<file path="src/core/scsf_pkg.sv">
package scsf_pkg;
    // Command opcodes
    localparam logic [7:0] CMD_NOP = 8'h00;
    localparam logic [7:0] CMD_SENSE = 8'h03;
    localparam logic [3:0] CMD_SEEK_HI = 4'h7;
    localparam logic [7:0] CMD_SETF = 8'hEF;
    // Set Features sub-codes
    localparam logic [7:0] SF_8BIT_ON = 8'h01;
    localparam logic [7:0] SF_WC_ON = 8'h02;
    localparam logic [7:0] SF_XFER = 8'h03;
    localparam logic [7:0] SF_APM_ON = 8'h05;
    localparam logic [7:0] SF_PL1_ON = 8'h0A;
    localparam logic [7:0] SF_ECC_VS = 8'h44;
    localparam logic [7:0] SF_RLA_OFF = 8'h55;
    localparam logic [7:0] SF_POR_OFF = 8'h66;
    localparam logic [7:0] SF_NOP69 = 8'h69;
    localparam logic [7:0] SF_8BIT_OFF = 8'h81;
    localparam logic [7:0] SF_WC_OFF = 8'h82;
    localparam logic [7:0] SF_APM_OFF = 8'h85;
    localparam logic [7:0] SF_PL1_OFF = 8'h8A;
    localparam logic [7:0] SF_NOP96 = 8'h96;
    localparam logic [7:0] SF_NOP97 = 8'h97;
    localparam logic [7:0] SF_RLA_ON = 8'hAA;
    localparam logic [7:0] SF_ECC_4 = 8'hBB;
    localparam logic [7:0] SF_POR_ON = 8'hCC;
    // Transfer type field (sector count bits 7:3)
    localparam logic [4:0] XT_PIO_DEF = 5'h00;
    localparam logic [4:0] XT_PIO = 5'h01;
    localparam logic [4:0] XT_MDMA = 5'h04;
    localparam logic [2:0] PIO_MAX = 3'h6;
    localparam logic [2:0] MDMA_MAX = 3'h4;
    // Extended error codes
    localparam logic [7:0] EE_NONE = 8'h00;
    localparam logic [7:0] EE_SELFTEST_OK = 8'h01;
    localparam logic [7:0] EE_INVALID_CMD = 8'h20;
    localparam logic [7:0] EE_INVALID_ADDR = 8'h21;
    localparam logic [7:0] EE_PL1_DISABLED = 8'h22;
    localparam logic [7:0] EE_ADDR_OVF = 8'h2F;
    localparam logic [7:0] EE_VOLT_SUPPLY = 8'h35;
    localparam logic [7:0] EE_VOLT_GEN = 8'h36;
    localparam logic [7:0] EE_DIAG_BASE = 8'h30;
    localparam logic [7:0] EE_XFER_ABORT = 8'h1F;
    // Error register abort bit
    localparam logic [7:0] ERR_ABRT = 8'h04;
    // Wishbone register offsets (bytes)
    localparam logic [5:0] A_ERROR = 6'h04;
    localparam logic [5:0] A_SECCNT = 6'h08;
    localparam logic [5:0] A_SECNUM = 6'h0C;
    localparam logic [5:0] A_CYLLO = 6'h10;
    localparam logic [5:0] A_CYLHI = 6'h14;
    localparam logic [5:0] A_DRVHD = 6'h18;
    localparam logic [5:0] A_CMDSTAT = 6'h1C;
    localparam logic [5:0] A_MODES = 6'h20;
    localparam logic [5:0] A_TARGET = 6'h24;
    localparam logic [5:0] A_CAP = 6'h28;
    localparam logic [5:0] A_FEATURE = 6'h00;
    // Status bits
    localparam int ST_BSY = 7;
    localparam int ST_DRDY = 6;
    localparam int ST_ERR = 0;
    // Media capacity in sectors (plain default)
    localparam logic [27:0] CAP_DEF = 28'h0FFFFFF;
    localparam logic [3:0] HEADS_DEF = 4'hF;
    localparam logic [7:0] SPT_DEF = 8'h3F;
    // Last execute-counter value; the execute state lasts one cycle more
    localparam logic [3:0] EXEC_CYC = 4'h2;
    typedef enum logic [3:0] {
        ST_IDLE = 4'b0001,
        ST_EXEC = 4'b0010,
        ST_FLUSH = 4'b0100,
        ST_DONE = 4'b1000
    } state_type;
endpackage

</file>
<file path="src/core/scsf_core.sv">
// Register access over Wishbone and the address map are this design's own decisions.
`timescale 1ns/1ps
module scsf_core (
    // Clock and reset
    input wire logic clk_i,
    input wire logic rst_i,
    // Wishbone slave
    input wire logic cyc_i,
    input wire logic stb_i,
    input wire logic we_i,
    input wire logic [5:0] adr_i,
    input wire logic [3:0] sel_i,
    input wire logic [31:0] dat_i,
    output logic [31:0] dat_o,
    output logic ack_o,
    // Device events (from media and supply logic, other domains)
    input wire logic soft_reset_i,
    input wire logic selftest_done_i,
    input wire logic selftest_fail_i,
    input wire logic [2:0] selftest_code_i,
    input wire logic volt_supply_bad_i,
    input wire logic volt_gen_bad_i,
    input wire logic xfer_error_i,
    input wire logic pl1_cmd_i,
    input wire logic flush_done_i,
    input wire logic data_reg_access_i,
    // Mode outputs
    output logic eight_bit_o,
    output logic wide_io_indicator_n_o,
    output logic write_cache_o,
    output logic flush_req_o,
    output logic read_ahead_o,
    output logic apm_o,
    output logic pl1_enable_o,
    output logic ecc_four_o,
    output logic [2:0] pio_mode_o,
    output logic [2:0] mdma_mode_o,
    output logic seek_o,
    output logic [27:0] seek_target_o,
    output logic busy_o
);
    localparam int NSYNC = 9;
    // Status words; the error bit is or-ed in at completion
    localparam logic [7:0] STAT_READY = 8'h40;
    localparam logic [7:0] STAT_BUSY = 8'h80;
    localparam logic [2:0] DIAG_TOP = 3'h4;

    // Event inputs come from other clock domains
    logic [NSYNC-1:0] raw_in;
    logic [NSYNC-1:0] sync1;
    logic [NSYNC-1:0] sync2;
    logic [NSYNC-1:0] sync3;
    assign raw_in = {soft_reset_i, selftest_done_i, selftest_fail_i, volt_supply_bad_i,
        volt_gen_bad_i, xfer_error_i, pl1_cmd_i, flush_done_i, data_reg_access_i};
    // Third stage feeds only the edge detectors
    genvar gi;
    generate
        for (gi = 0; gi < NSYNC; gi++) begin : g_sync
            always_ff @(posedge clk_i) begin
                if (rst_i) begin
                    sync1[gi] <= 1'b0;
                    sync2[gi] <= 1'b0;
                    sync3[gi] <= 1'b0;
                end else begin
                    sync1[gi] <= raw_in[gi];
                    sync2[gi] <= sync1[gi];
                    sync3[gi] <= sync2[gi];
                end
            end
        end
    endgenerate

    logic [2:0] st_code_s1;
    logic [2:0] st_code_s2;
    always_ff @(posedge clk_i) begin
        if (rst_i) begin
            st_code_s1 <= 3'h0;
            st_code_s2 <= 3'h0;
        end else begin
            st_code_s1 <= selftest_code_i;
            st_code_s2 <= st_code_s1;
        end
    end

    wire soft_rst_rise = sync2[8] & ~sync3[8];
    wire st_done_rise = sync2[7] & ~sync3[7];
    wire st_fail = sync2[6];
    wire vsup_rise = sync2[5] & ~sync3[5];
    wire vgen_rise = sync2[4] & ~sync3[4];
    wire xerr_rise = sync2[3] & ~sync3[3];
    wire pl1_rise = sync2[2] & ~sync3[2];
    wire flush_done = sync2[1];
    wire data_acc = sync2[0];
    // Failure codes above the top one fold onto it
    wire [2:0] diag_sel = (st_code_s2 > DIAG_TOP) ? DIAG_TOP : st_code_s2;
    wire [7:0] diag_code = scsf_pkg::EE_DIAG_BASE | {5'h00, diag_sel};
    wire [7:0] st_code_ee = st_fail ? diag_code : scsf_pkg::EE_SELFTEST_OK;

    // Task file registers
    logic [7:0] feature;
    logic [7:0] seccnt;
    logic [7:0] secnum;
    logic [7:0] cyllo;
    logic [7:0] cylhi;
    logic [7:0] drvhd;
    logic [7:0] command;
    logic [7:0] error;
    logic [7:0] status;
    logic [7:0] ext_code;
    logic [27:0] capacity;
    scsf_pkg::state_type state;
    scsf_pkg::state_type next_state;
    logic [3:0] exec_cnt;
    logic por_keep;

    // Bus decode
    // Writes while busy are acked but dropped, so the host never stalls
    wire bus_req = cyc_i & stb_i & ~ack_o;
    wire bus_wr = bus_req & we_i & sel_i[0];
    wire hit_cmd = adr_i == scsf_pkg::A_CMDSTAT;
    wire cmd_wr = bus_wr & hit_cmd & ~status[scsf_pkg::ST_BSY];
    wire tf_wr = bus_wr & ~status[scsf_pkg::ST_BSY];
    logic [31:0] rd_mux;
    always_comb begin
        unique case (adr_i)
            scsf_pkg::A_FEATURE: rd_mux = {24'h000000, feature};
            scsf_pkg::A_ERROR: rd_mux = {24'h000000, error};
            scsf_pkg::A_SECCNT: rd_mux = {24'h000000, seccnt};
            scsf_pkg::A_SECNUM: rd_mux = {24'h000000, secnum};
            scsf_pkg::A_CYLLO: rd_mux = {24'h000000, cyllo};
            scsf_pkg::A_CYLHI: rd_mux = {24'h000000, cylhi};
            scsf_pkg::A_DRVHD: rd_mux = {24'h000000, drvhd};
            scsf_pkg::A_CMDSTAT: rd_mux = {24'h000000, status};
            scsf_pkg::A_MODES: rd_mux = {16'h0000, 2'h0, mdma_mode_o, pio_mode_o,
                ecc_four_o, pl1_enable_o, apm_o, read_ahead_o, write_cache_o, eight_bit_o,
                por_keep, 1'b0};
            scsf_pkg::A_TARGET: rd_mux = {4'h0, seek_target_o};
            scsf_pkg::A_CAP: rd_mux = {4'h0, capacity};
            default: rd_mux = 32'h00000000;
        endcase
    end

    // Command decode
    wire is_seek = command[7:4] == scsf_pkg::CMD_SEEK_HI;
    wire lba_mode = drvhd[6];
    wire [27:0] lba_addr = {drvhd[3:0], cylhi, cyllo, secnum};
    // CHS: sector number must be 1..SPT, head below head count
    wire chs_bad = (secnum == 8'h00) | (secnum > scsf_pkg::SPT_DEF)
        | (drvhd[3:0] > scsf_pkg::HEADS_DEF);
    // Full-width terms: a 4-bit head count plus one would wrap to zero
    wire [27:0] heads_cnt = 28'(scsf_pkg::HEADS_DEF) + 28'h0000001;
    wire [27:0] spt_cnt = 28'(scsf_pkg::SPT_DEF);
    wire [27:0] cyl_num = 28'({cylhi, cyllo});
    wire [27:0] head_num = 28'(drvhd[3:0]);
    wire [27:0] sec_idx = 28'(secnum) - 28'h0000001;
    wire [27:0] chs_lin = (cyl_num * heads_cnt + head_num) * spt_cnt + sec_idx;
    wire [27:0] target = lba_mode ? lba_addr : chs_lin;
    wire [4:0] xt = seccnt[7:3];
    wire [2:0] xm = seccnt[2:0];
    wire xfer_ok = ((xt == scsf_pkg::XT_PIO_DEF) & (xm == 3'h0))
        | ((xt == scsf_pkg::XT_PIO) & (xm <= scsf_pkg::PIO_MAX))
        | ((xt == scsf_pkg::XT_MDMA) & (xm <= scsf_pkg::MDMA_MAX));

    wire sf_known = (feature == scsf_pkg::SF_8BIT_ON) | (feature == scsf_pkg::SF_WC_ON)
        | (feature == scsf_pkg::SF_APM_ON) | (feature == scsf_pkg::SF_PL1_ON)
        | (feature == scsf_pkg::SF_ECC_VS) | (feature == scsf_pkg::SF_RLA_OFF)
        | (feature == scsf_pkg::SF_POR_OFF) | (feature == scsf_pkg::SF_NOP69)
        | (feature == scsf_pkg::SF_8BIT_OFF) | (feature == scsf_pkg::SF_WC_OFF)
        | (feature == scsf_pkg::SF_APM_OFF) | (feature == scsf_pkg::SF_PL1_OFF)
        | (feature == scsf_pkg::SF_NOP96) | (feature == scsf_pkg::SF_NOP97)
        | (feature == scsf_pkg::SF_RLA_ON) | (feature == scsf_pkg::SF_ECC_4)
        | (feature == scsf_pkg::SF_POR_ON) | ((feature == scsf_pkg::SF_XFER) & xfer_ok);

    // Fixed execution time; the counter clears outside execute
    wire exec_end = (state == scsf_pkg::ST_EXEC) & (exec_cnt == scsf_pkg::EXEC_CYC);
    wire is_sf = command == scsf_pkg::CMD_SETF;
    wire wc_flush = exec_end & is_sf & (feature == scsf_pkg::SF_WC_OFF);
    wire seek_bad = ~lba_mode & chs_bad;
    wire seek_ovf = target >= capacity;
    wire seek_ok = exec_end & is_seek & ~seek_bad & ~seek_ovf;
    wire cmd_fail = (command == scsf_pkg::CMD_NOP)
        | (is_seek & (seek_bad | seek_ovf)) | (is_sf & ~sf_known)
        | ~(is_seek | is_sf | (command == scsf_pkg::CMD_SENSE));

    logic [7:0] fail_code;
    always_comb begin
        if (is_seek & seek_bad) begin
            fail_code = scsf_pkg::EE_INVALID_ADDR;
        end else if (is_seek) begin
            fail_code = scsf_pkg::EE_ADDR_OVF;
        end else if (command == scsf_pkg::CMD_NOP) begin
            fail_code = scsf_pkg::EE_XFER_ABORT;
        end else begin
            fail_code = scsf_pkg::EE_INVALID_CMD;
        end
    end

    always_comb begin
        next_state = state;
        unique case (state)
            scsf_pkg::ST_IDLE: if (cmd_wr) next_state = scsf_pkg::ST_EXEC;
            scsf_pkg::ST_EXEC: if (exec_end) begin
                next_state = wc_flush ? scsf_pkg::ST_FLUSH : scsf_pkg::ST_DONE;
            end
            scsf_pkg::ST_FLUSH: if (flush_done) next_state = scsf_pkg::ST_DONE;
            scsf_pkg::ST_DONE: next_state = scsf_pkg::ST_IDLE;
        endcase
    end

    always_ff @(posedge clk_i) begin
        if (rst_i) begin
            state <= scsf_pkg::ST_IDLE;
            exec_cnt <= 4'h0;
        end else begin
            state <= next_state;
            exec_cnt <= (state == scsf_pkg::ST_EXEC) ? exec_cnt + 4'h1 : 4'h0;
        end
    end

    // Bus answer and task file writes
    always_ff @(posedge clk_i) begin
        if (rst_i) begin
            ack_o <= 1'b0;
            dat_o <= 32'h00000000;
            feature <= 8'h00;
            seccnt <= 8'h00;
            secnum <= 8'h00;
            cyllo <= 8'h00;
            cylhi <= 8'h00;
            drvhd <= 8'h00;
            command <= 8'h00;
            capacity <= scsf_pkg::CAP_DEF;
        end else begin
            ack_o <= bus_req;
            dat_o <= rd_mux;
            if (tf_wr) begin
                unique case (adr_i)
                    scsf_pkg::A_FEATURE: feature <= dat_i[7:0];
                    scsf_pkg::A_SECCNT: seccnt <= dat_i[7:0];
                    scsf_pkg::A_SECNUM: secnum <= dat_i[7:0];
                    scsf_pkg::A_CYLLO: cyllo <= dat_i[7:0];
                    scsf_pkg::A_CYLHI: cylhi <= dat_i[7:0];
                    scsf_pkg::A_DRVHD: drvhd <= dat_i[7:0];
                    scsf_pkg::A_CMDSTAT: command <= dat_i[7:0];
                    scsf_pkg::A_CAP: capacity <= {dat_i[27:24] & {4{sel_i[3]}}, dat_i[23:0]};
                    default: ;
                endcase
            end
        end
    end

    // Extended error code; events win over command completion in same cycle
    always_ff @(posedge clk_i) begin
        if (rst_i) begin
            ext_code <= scsf_pkg::EE_NONE;
            error <= 8'h00;
            status <= STAT_READY;
        end else begin
            if (cmd_wr) begin
                status <= STAT_BUSY;
            end else if (state == scsf_pkg::ST_DONE) begin
                status <= STAT_READY;
                if (command == scsf_pkg::CMD_SENSE) begin
                    error <= ext_code;
                    ext_code <= scsf_pkg::EE_NONE;
                end else if (cmd_fail) begin
                    error <= scsf_pkg::ERR_ABRT;
                    status[scsf_pkg::ST_ERR] <= 1'b1;
                    ext_code <= fail_code;
                end else begin
                    error <= 8'h00;
                    ext_code <= scsf_pkg::EE_NONE;
                end
            end
            if (st_done_rise) begin
                ext_code <= st_code_ee;
            end else if (vsup_rise) begin
                ext_code <= scsf_pkg::EE_VOLT_SUPPLY;
            end else if (vgen_rise) begin
                ext_code <= scsf_pkg::EE_VOLT_GEN;
            end else if (pl1_rise & ~pl1_enable_o) begin
                ext_code <= scsf_pkg::EE_PL1_DISABLED;
            end else if (xerr_rise) begin
                ext_code <= scsf_pkg::EE_XFER_ABORT;
            end
        end
    end

    // Feature state; soft reset restores defaults unless kept
    wire sf_apply = exec_end & is_sf & sf_known;
    wire restore = soft_rst_rise & ~por_keep;
    always_ff @(posedge clk_i) begin
        if (rst_i | restore) begin
            eight_bit_o <= 1'b0;
            write_cache_o <= 1'b1;
            read_ahead_o <= 1'b1;
            apm_o <= 1'b0;
            pl1_enable_o <= 1'b1;
            ecc_four_o <= 1'b1;
            pio_mode_o <= 3'h0;
            mdma_mode_o <= 3'h0;
            por_keep <= rst_i ? 1'b0 : por_keep;
        end else if (sf_apply) begin
            unique case (feature)
                scsf_pkg::SF_8BIT_ON: eight_bit_o <= 1'b1;
                scsf_pkg::SF_8BIT_OFF: eight_bit_o <= 1'b0;
                scsf_pkg::SF_WC_ON: write_cache_o <= 1'b1;
                scsf_pkg::SF_WC_OFF: write_cache_o <= 1'b0;
                scsf_pkg::SF_APM_ON: apm_o <= 1'b1;
                scsf_pkg::SF_APM_OFF: apm_o <= 1'b0;
                scsf_pkg::SF_PL1_ON: pl1_enable_o <= 1'b1;
                scsf_pkg::SF_PL1_OFF: pl1_enable_o <= 1'b0;
                scsf_pkg::SF_RLA_OFF: read_ahead_o <= 1'b0;
                scsf_pkg::SF_RLA_ON: read_ahead_o <= 1'b1;
                scsf_pkg::SF_POR_OFF: por_keep <= 1'b1;
                scsf_pkg::SF_POR_ON: por_keep <= 1'b0;
                scsf_pkg::SF_ECC_4: ecc_four_o <= 1'b1;
                scsf_pkg::SF_ECC_VS: ecc_four_o <= 1'b0;
                scsf_pkg::SF_XFER: begin
                    // One mode of each kind always held; only the named kind changes
                    if (xt == scsf_pkg::XT_MDMA) begin
                        mdma_mode_o <= xm;
                    end else begin
                        pio_mode_o <= xm;
                    end
                end
                default: ;
            endcase
        end
    end

    // Seek result, flush handshake, width indicator
    always_ff @(posedge clk_i) begin
        if (rst_i) begin
            seek_o <= 1'b0;
            seek_target_o <= 28'h0000000;
            flush_req_o <= 1'b0;
            wide_io_indicator_n_o <= 1'b1;
            busy_o <= 1'b0;
        end else begin
            seek_o <= seek_ok;
            if (seek_ok) begin
                seek_target_o <= target;
            end
            flush_req_o <= (next_state == scsf_pkg::ST_FLUSH);
            // Low lanes only in 8-bit mode, so no wide access is flagged once 8-bit mode has lasted one cycle
            wide_io_indicator_n_o <= ~(data_acc & ~eight_bit_o);
            busy_o <= next_state != scsf_pkg::ST_IDLE;
        end
    end
endmodule

</file>
<file path="config.mk">
export PLATFORM = sky130hd
export DESIGN_NAME = scsf_core
export DESIGN_NICKNAME = d
export VERILOG_FILES = /design/src/core/scsf_pkg.sv /design/src/core/scsf_core.sv
export SDC_FILE = /design/constraint.sdc
export NUM_CORES = 1
export LEC_CHECK = 0
export ABC_AREA = 1
export BUFFER_PORTS_ARGS = -buffer_cell sky130_fd_sc_hd__buf_2
export CAP_MARGIN = 20
export CELL_PAD_IN_SITES_DETAIL_PLACEMENT = 0
export CELL_PAD_IN_SITES_GLOBAL_PLACEMENT = 1
export CORE_UTILIZATION = 40
export DETAILED_ROUTE_END_ITERATION = 8
export GPL_ROUTABILITY_DRIVEN = 0
export PLACE_DENSITY_LB_ADDON = 0.1
export SLEW_MARGIN = 0
export SYNTH_ARGS = -nofsm -noshare
export SYNTH_HDL_FRONTEND = slang
export SYNTH_SLANG_ARGS = --single-unit
</file>
<file path="constraint.sdc">
create_clock -name clk_i -period 5.96 [get_ports clk_i]
set_input_delay 0.596 -clock clk_i [delete_from_list [all_inputs] [get_ports clk_i]]
set_output_delay 0.596 -clock clk_i [all_outputs]
set_load 0.03 [all_outputs]
</file>
== Yosys cells after proc, flatten, opt, wreduce, memory -nomap -nowiden ==
Index checks and enable logic that the tools add are counted.
Storage, ports and cells
  register bits after elaboration: 219
  bits in latches: 0
  memory bits (writable): 0
  ROM bits: 0
  input bits: 59
  output and inout port bits: 77
  word-level logic and storage cells: 262
  memories: 0
Cells by class
  $add $sub $neg: 4
  $mul: 1
  divide/modulo/power cells: 0
  order comparisons: 6
  equal/unequal tests: 42
  shift-type cells: 0
  multiplexer cells: 37
  bitwise operators: 80
  reductions and logical operators: 36
Operators by type and width (count)
  $pmux W28 S11: 1
  $mux W8: 12
  $eq A8 B8 Y1 const B: 10
  $eq A8 B7 Y1 const B: 4
  $reduce_and A2 Y1: 16
  $and A1 B1 Y1: 31
  $add A27 B28 Y28: 1
  $ge A28 B28 Y1: 1
  $mux W28: 1
  $or A1 B1 Y1: 28
  $mul A21 B6 Y27 const B: 1
  $eq A6 B5 Y1 const B: 4
  $eq A8 B2 Y1 const B: 3
  $mux W6: 4
  $add A20 B4 Y21: 1
  $not A1 Y1: 20
  $eq A6 B6 Y1 const B: 3
  $logic_not A8 Y1: 2
  $mux W4: 4
  $pmux W4 S4: 1
  $reduce_bool A2 Y1: 8
  $pmux W1 S2: 7
  $eq A4 B3 Y1 const B: 3
  $eq A6 B4 Y1 const B: 2
  other kinds (28): 38

== Logic depth before layout (Yosys ltp) ==
  depth in word-level cells: 31
  depth in mapped cells: 35
  gate-level depth less buffers: 35

== Least setup slack after synthesis ==
OpenSTA, ideal clock, no wires.
  path type: reg-to-reg
  from: register cyllo[1]
  to: register seek_target_o[0]
  library setup time: 127 ps
  arrival time: 5431 ps
  required time: 5833 ps
  path slack: 402 ps
  stages on the path, launching flop included: 34
  path buffers: 2
  clock period less this slack: 5558 ps
  path through: dfxtp_1 > inv_1 > fa_1 > inv_1 > fa_1 > inv_1 > fa_1 > fa_1 > inv_1 > ha_1 > a21oi_1 > nor2_1 > nor2_1 > nand3_1 > nand2_1 > nand2_1 > nand2_1 > a21oi_1 > nand3b_1 > o21ai_0 > inv_1 > ha_1 > nand2_1 > inv_1 > nand2_1 > nand2_1 > nand2_1 > nand2_1 > a21oi_1 > nand4_1 > nor2_4 > buf_6 > buf_6 > a21oi_1
On the way
  cells in the longest elaborated chain, start to end: 7
Ends and longest elaborated chain
  start, declared: line scsf_core.sv:103  | logic [7:0] cyllo;
  start signal, assigned: line scsf_core.sv:241  | scsf_pkg::A_CYLLO: cyllo <= dat_i[7:0];
  $add A20 B4 Y21: line scsf_core.sv:156  | wire [27:0] chs_lin = (cyl_num * heads_cnt + head_num) * spt_cnt + sec_idx;
  $mul A21 B6 Y27: line scsf_core.sv:156
  $add A27 B28 Y28: line scsf_core.sv:156
  $mux W28: line scsf_core.sv:157  | wire [27:0] target = lba_mode ? lba_addr : chs_lin;
  via target[14]: line scsf_core.sv:157
  $ge A28 B28 Y1: line scsf_core.sv:179  | wire seek_ovf = target >= capacity;
  $not A1 Y1: line scsf_core.sv:180  | wire seek_ok = exec_end & is_seek & ~seek_bad & ~seek_ovf;
  $and A1 B1 Y1: line scsf_core.sv:180
  end signal, assigned: line scsf_core.sv:343  | seek_target_o <= target;
  end, declared: line scsf_core.sv:39  | output logic [27:0] seek_target_o,
The timed path passes the listed nets, and every way through them passes these cells.
A chain may end at the register's enable or synchronous reset.

== Final worst setup path ==
  from: register cyllo[0]
  to: register seek_target_o[17]
Same word-level chain as after synthesis.

==> impl_metrics.json <==
{
  "outcome": "complete, no violations",
  "synth_fa_ha_area_share_pct": 18.39,
  "vias": 13160,
  "grt_overflow": 0,
  "wirelength_um": 45550,
  "cts_tree": "built",
  "cp.required_ns": 6.42,
  "ctsHoldBuffers": 0,
  "fmax_ghz": 0.1685,
  "synth_top_family_by_area": "simple AND/OR/NAND/NOR gates",
  "r2r_start": "cyllo[0]",
  "clkTransAtPathRegs_ns": 0.06,
  "rrSetupSlack_ns": 0.03,
  "die_h_um": 185.9,
  "drt_iter0_markers": 816,
  "power_switching_mw": 0.8906,
  "portBuffers": 125,
  "via_per_inst": 5.070,
  "ioPinCount": 136,
  "rows": 66,
  "n_antenna_cell": 0,
  "fin_ws_ns": 0.02545,
  "wl_per_cell_um": 17.54,
  "crit_end": "seek_target_o[17]",
  "arrival_ns": 6.40,
  "dp_cells": 2518,
  "drc": 0,
  "pwr-share-seq_pct": 43.2,
  "critPathKind": "reg -> reg",
  "max_stage_delay_ns": 0.55,
  "final_cell_mix": "inv_1 (302), nand2_1 (235), dfxtp_1 (196)",
  "post-route-util_pct": 55.48,
  "tightest_slew_ns": 1.184,
  "antenna_found_initial": 0,
  "ys_warn_count": 0,
  "grt_pass1_vias": 12400,
  "finalClockSkew_ns": 0.01444,
  "hold-worst-slack_ns": 0.2484,
  "ys_seq_elements": 211,
  "relSlewSlack_pct": 20.93,
  "root_buffer": "clkbuf_16",
  "grt_max_degree": 72,
  "syn_inst": 1830,
  "final_common_cell": "inv_1",
  "leakagePower_nw": 8.571,
  "hp-start": "volt_supply_bad_i",
  "insertion_delay_ns": 0.54,
  "cpMaxStageDelayCell": "fa_1",
  "dp.final_hpwl_um": 34470,
  "track_usage_pct": 25.93,
  "internal-power_mw": 2.421,
  "maxSlewViolCount": 0,
  "fp.coreArea_um2": 32870,
  "post-place-ws_ns": -0.3361,
  "synth-compound-area-share_pct": 16.50,
  "dr.pass1.iters": 6,
  "setup_viol": 0,
  "drive_gt1_share_pct": 32.13,
  "dr_wl_met2_um": 21310,
  "ys_types": 61,
  "htree_levels": 1,
  "cts_made_buffers": 25,
  "rsz0062_at_grt": "yes",
  "wl_met3_um": 2171,
  "grt_pass1_wl_um": 68320,
  "synth_simple_gate_area_share_pct": 21.03,
  "drv_cap": 0,
  "r2r_cells": 32,
  "synth_xor_area_share_pct": 0.6477,
  "top_layer_used": "met4",
  "postSynthAreaPerCell_um2": 7.390,
  "met1_length_um": 20640,
  "combPwrFrac_pct": 13.3,
  "path_common_cell": "nand2_1",
  "muxShareOfSynthArea_pct": 0,
  "crit_start": "cyllo[0]",
  "initial_core_util_pct": 41.15,
  "syn_to_final_growth_pct": 34.84,
  "vdd_ir_drop_max_mv": 0.2080,
  "post-route-min-period_ns": 5.935,
  "fp.dieW_um": 185.9,
  "finalNetCount": 2347,
  "total_power_mw": 3.312,
  "synth-edff-count": 1,
  "post-route-period-util_pct": 99.57,
  "swShare_pct": 26.89,
  "power_density_nw_per_um2": 181.6,
  "ant_nets": 0,
  "cp_max_fo": 5,
  "cts_max_path_buffers": 3,
  "p_clk_share_pct": 43.5,
  "reg2reg_to": "seek_target_o[17]",
  "end_kind": "flop",
  "clock-sinks": 211,
  "yosysSeqAreaShare_pct": 31.31,
  "die-area_um2": 34550,
  "final_hold_viol_count": 0,
  "async_flop_share_pct": 0,
  "fin_cells": 2596,
  "ys.flop_type": "dfxtp_1",
  "hp-class": "in -> reg",
  "syn_area_um2": 13520,
  "startpoint_type": "flop"
}
-- power groups by stage --
stage / Combinational [mW] / Sequential (mW) / Clock (mW)
3_5_place_dp: 0.335 / 1.46 / 0
6_report: 0.441 / 1.43 / 1.44
3_3_place_gp: 0.333 / 1.46 / 0
2_1_floorplan: 0.178 / 1.47 / 0
4_1_cts: 0.361 / 1.43 / 1.47
5_1_grt: 0.481 / 1.43 / 1.53
-- per-stage QoR --
step | setup TNS, ns | area, µm²
6_report | 0 | 18230
5_1_grt | -5.669 | 18230
4_1_cts | -0.001791 | 17080
3_5_place_dp | -10.17 | 15790
3_3_place_gp | -10.38 | 15790
2_1_floorplan | 0 | 13530
-- layout make-up --
| cell class | count | area (µm²) |
|---|---|---|
| multi-input cells | 1203 | 8955 |
| inverters | 364 | 1389 |
| well taps | 442 | 553.0 |
| flip-flops and latches | 211 | 4267 |
| clock buffers | 37 | 700.7 |
| repair buffers | 331 | 2306 |
| fillers | 3172 | 14630 |
| clock inverters | 8 | 63.81 |
-- cells by family after synthesis --
family          Yosys count
compound gates          397
xor+xnor                 10
fa+ha+maj               152
buf+inv                 419
flops                   211
other cells               1
simple gates            640
-- Yosys cell counts (all sizes together) (2+ instances only) --
cell / number / area, µm²
o2111ai: 3 / 26.28
a21o: 3 / 22.52
o21ai: 152 / 760.7
nand2: 280 / 1076
a31oi: 3 / 18.77
o31ai: 2 / 15.01
a31o: 5 / 43.79
or2: 8 / 52.56
clkbuf: 23 / 86.33
nand3: 101 / 528.0
nor4: 7 / 80.07
o41ai: 2 / 17.52
fa: 78 / 1562
o22ai: 13 / 81.33
o211ai: 28 / 210.2
a211oi: 6 / 55.05
ha: 74 / 925.9
a22oi: 3 / 22.52
dfxtp: 210 / 4204
inv: 363 / 1363
buf: 32 / 181.4
nor2: 185 / 742.0
o221ai: 5 / 43.79
nor3: 23 / 130.1
and2: 2 / 12.52
xor2: 9 / 78.83
a221oi: 7 / 61.31
o21bai: 4 / 30.03
nand4: 28 / 175.2
a21oi: 157 / 785.8
nand3b: 3 / 22.52
-- what timing repair did --
action | 4_1_cts | 5_1_grt
setup buffers | 8 | 26
pin swaps | 41 | 125
setup endpoints to repair | 36 | 36
gates cloned | 1 | 3
resized for setup | 131 | 246
-- critical path, delay by kind of cell, from the launching register on --
family / cells / cell delay, ns
compound gates: 7 / 0.80
fa+ha+maj: 6 / 2.58
buf+inv: 9 / 1.05
flops: 1 / 0.31
simple gates: 10 / 1.07
-- routing by layer --
layer | vias up | global-route usage [%]
li1 | 6534 | -
met1 | 6185 | 35.06
met2 | 371 | 43.04
met3 | 71 | 2.739
met4 | 0 | 8.557
met5 | - | 0
-- sequential cells by signal, summed over array words and instances, names as in the netlist, 8 cells and up --
register / count
drvhd: 8
capacity: 28
feature: 8
seccnt: 8
secnum: 8
cyllo: 8
cylhi: 8
dat_o: 28
sync1: 9
command: 8
seek_target_o: 28
-- how the worst min path moves through the flow --
stage | endpoint | slack [ns] | cells after the start
2_1_floorplan | wide_io_indicator_n_o | 0.37 | 1
3_3_place_gp | wide_io_indicator_n_o | 0.38 | 1
3_5_place_dp | wide_io_indicator_n_o | 0.39 | 1
4_1_cts | sync1[5] | 0.23 | 3
5_1_grt | sync1[5] | 0.24 | 3
6_report | sync1[5] | 0.25 | 3
No activity file was read; power rests on OpenSTA's default activity.
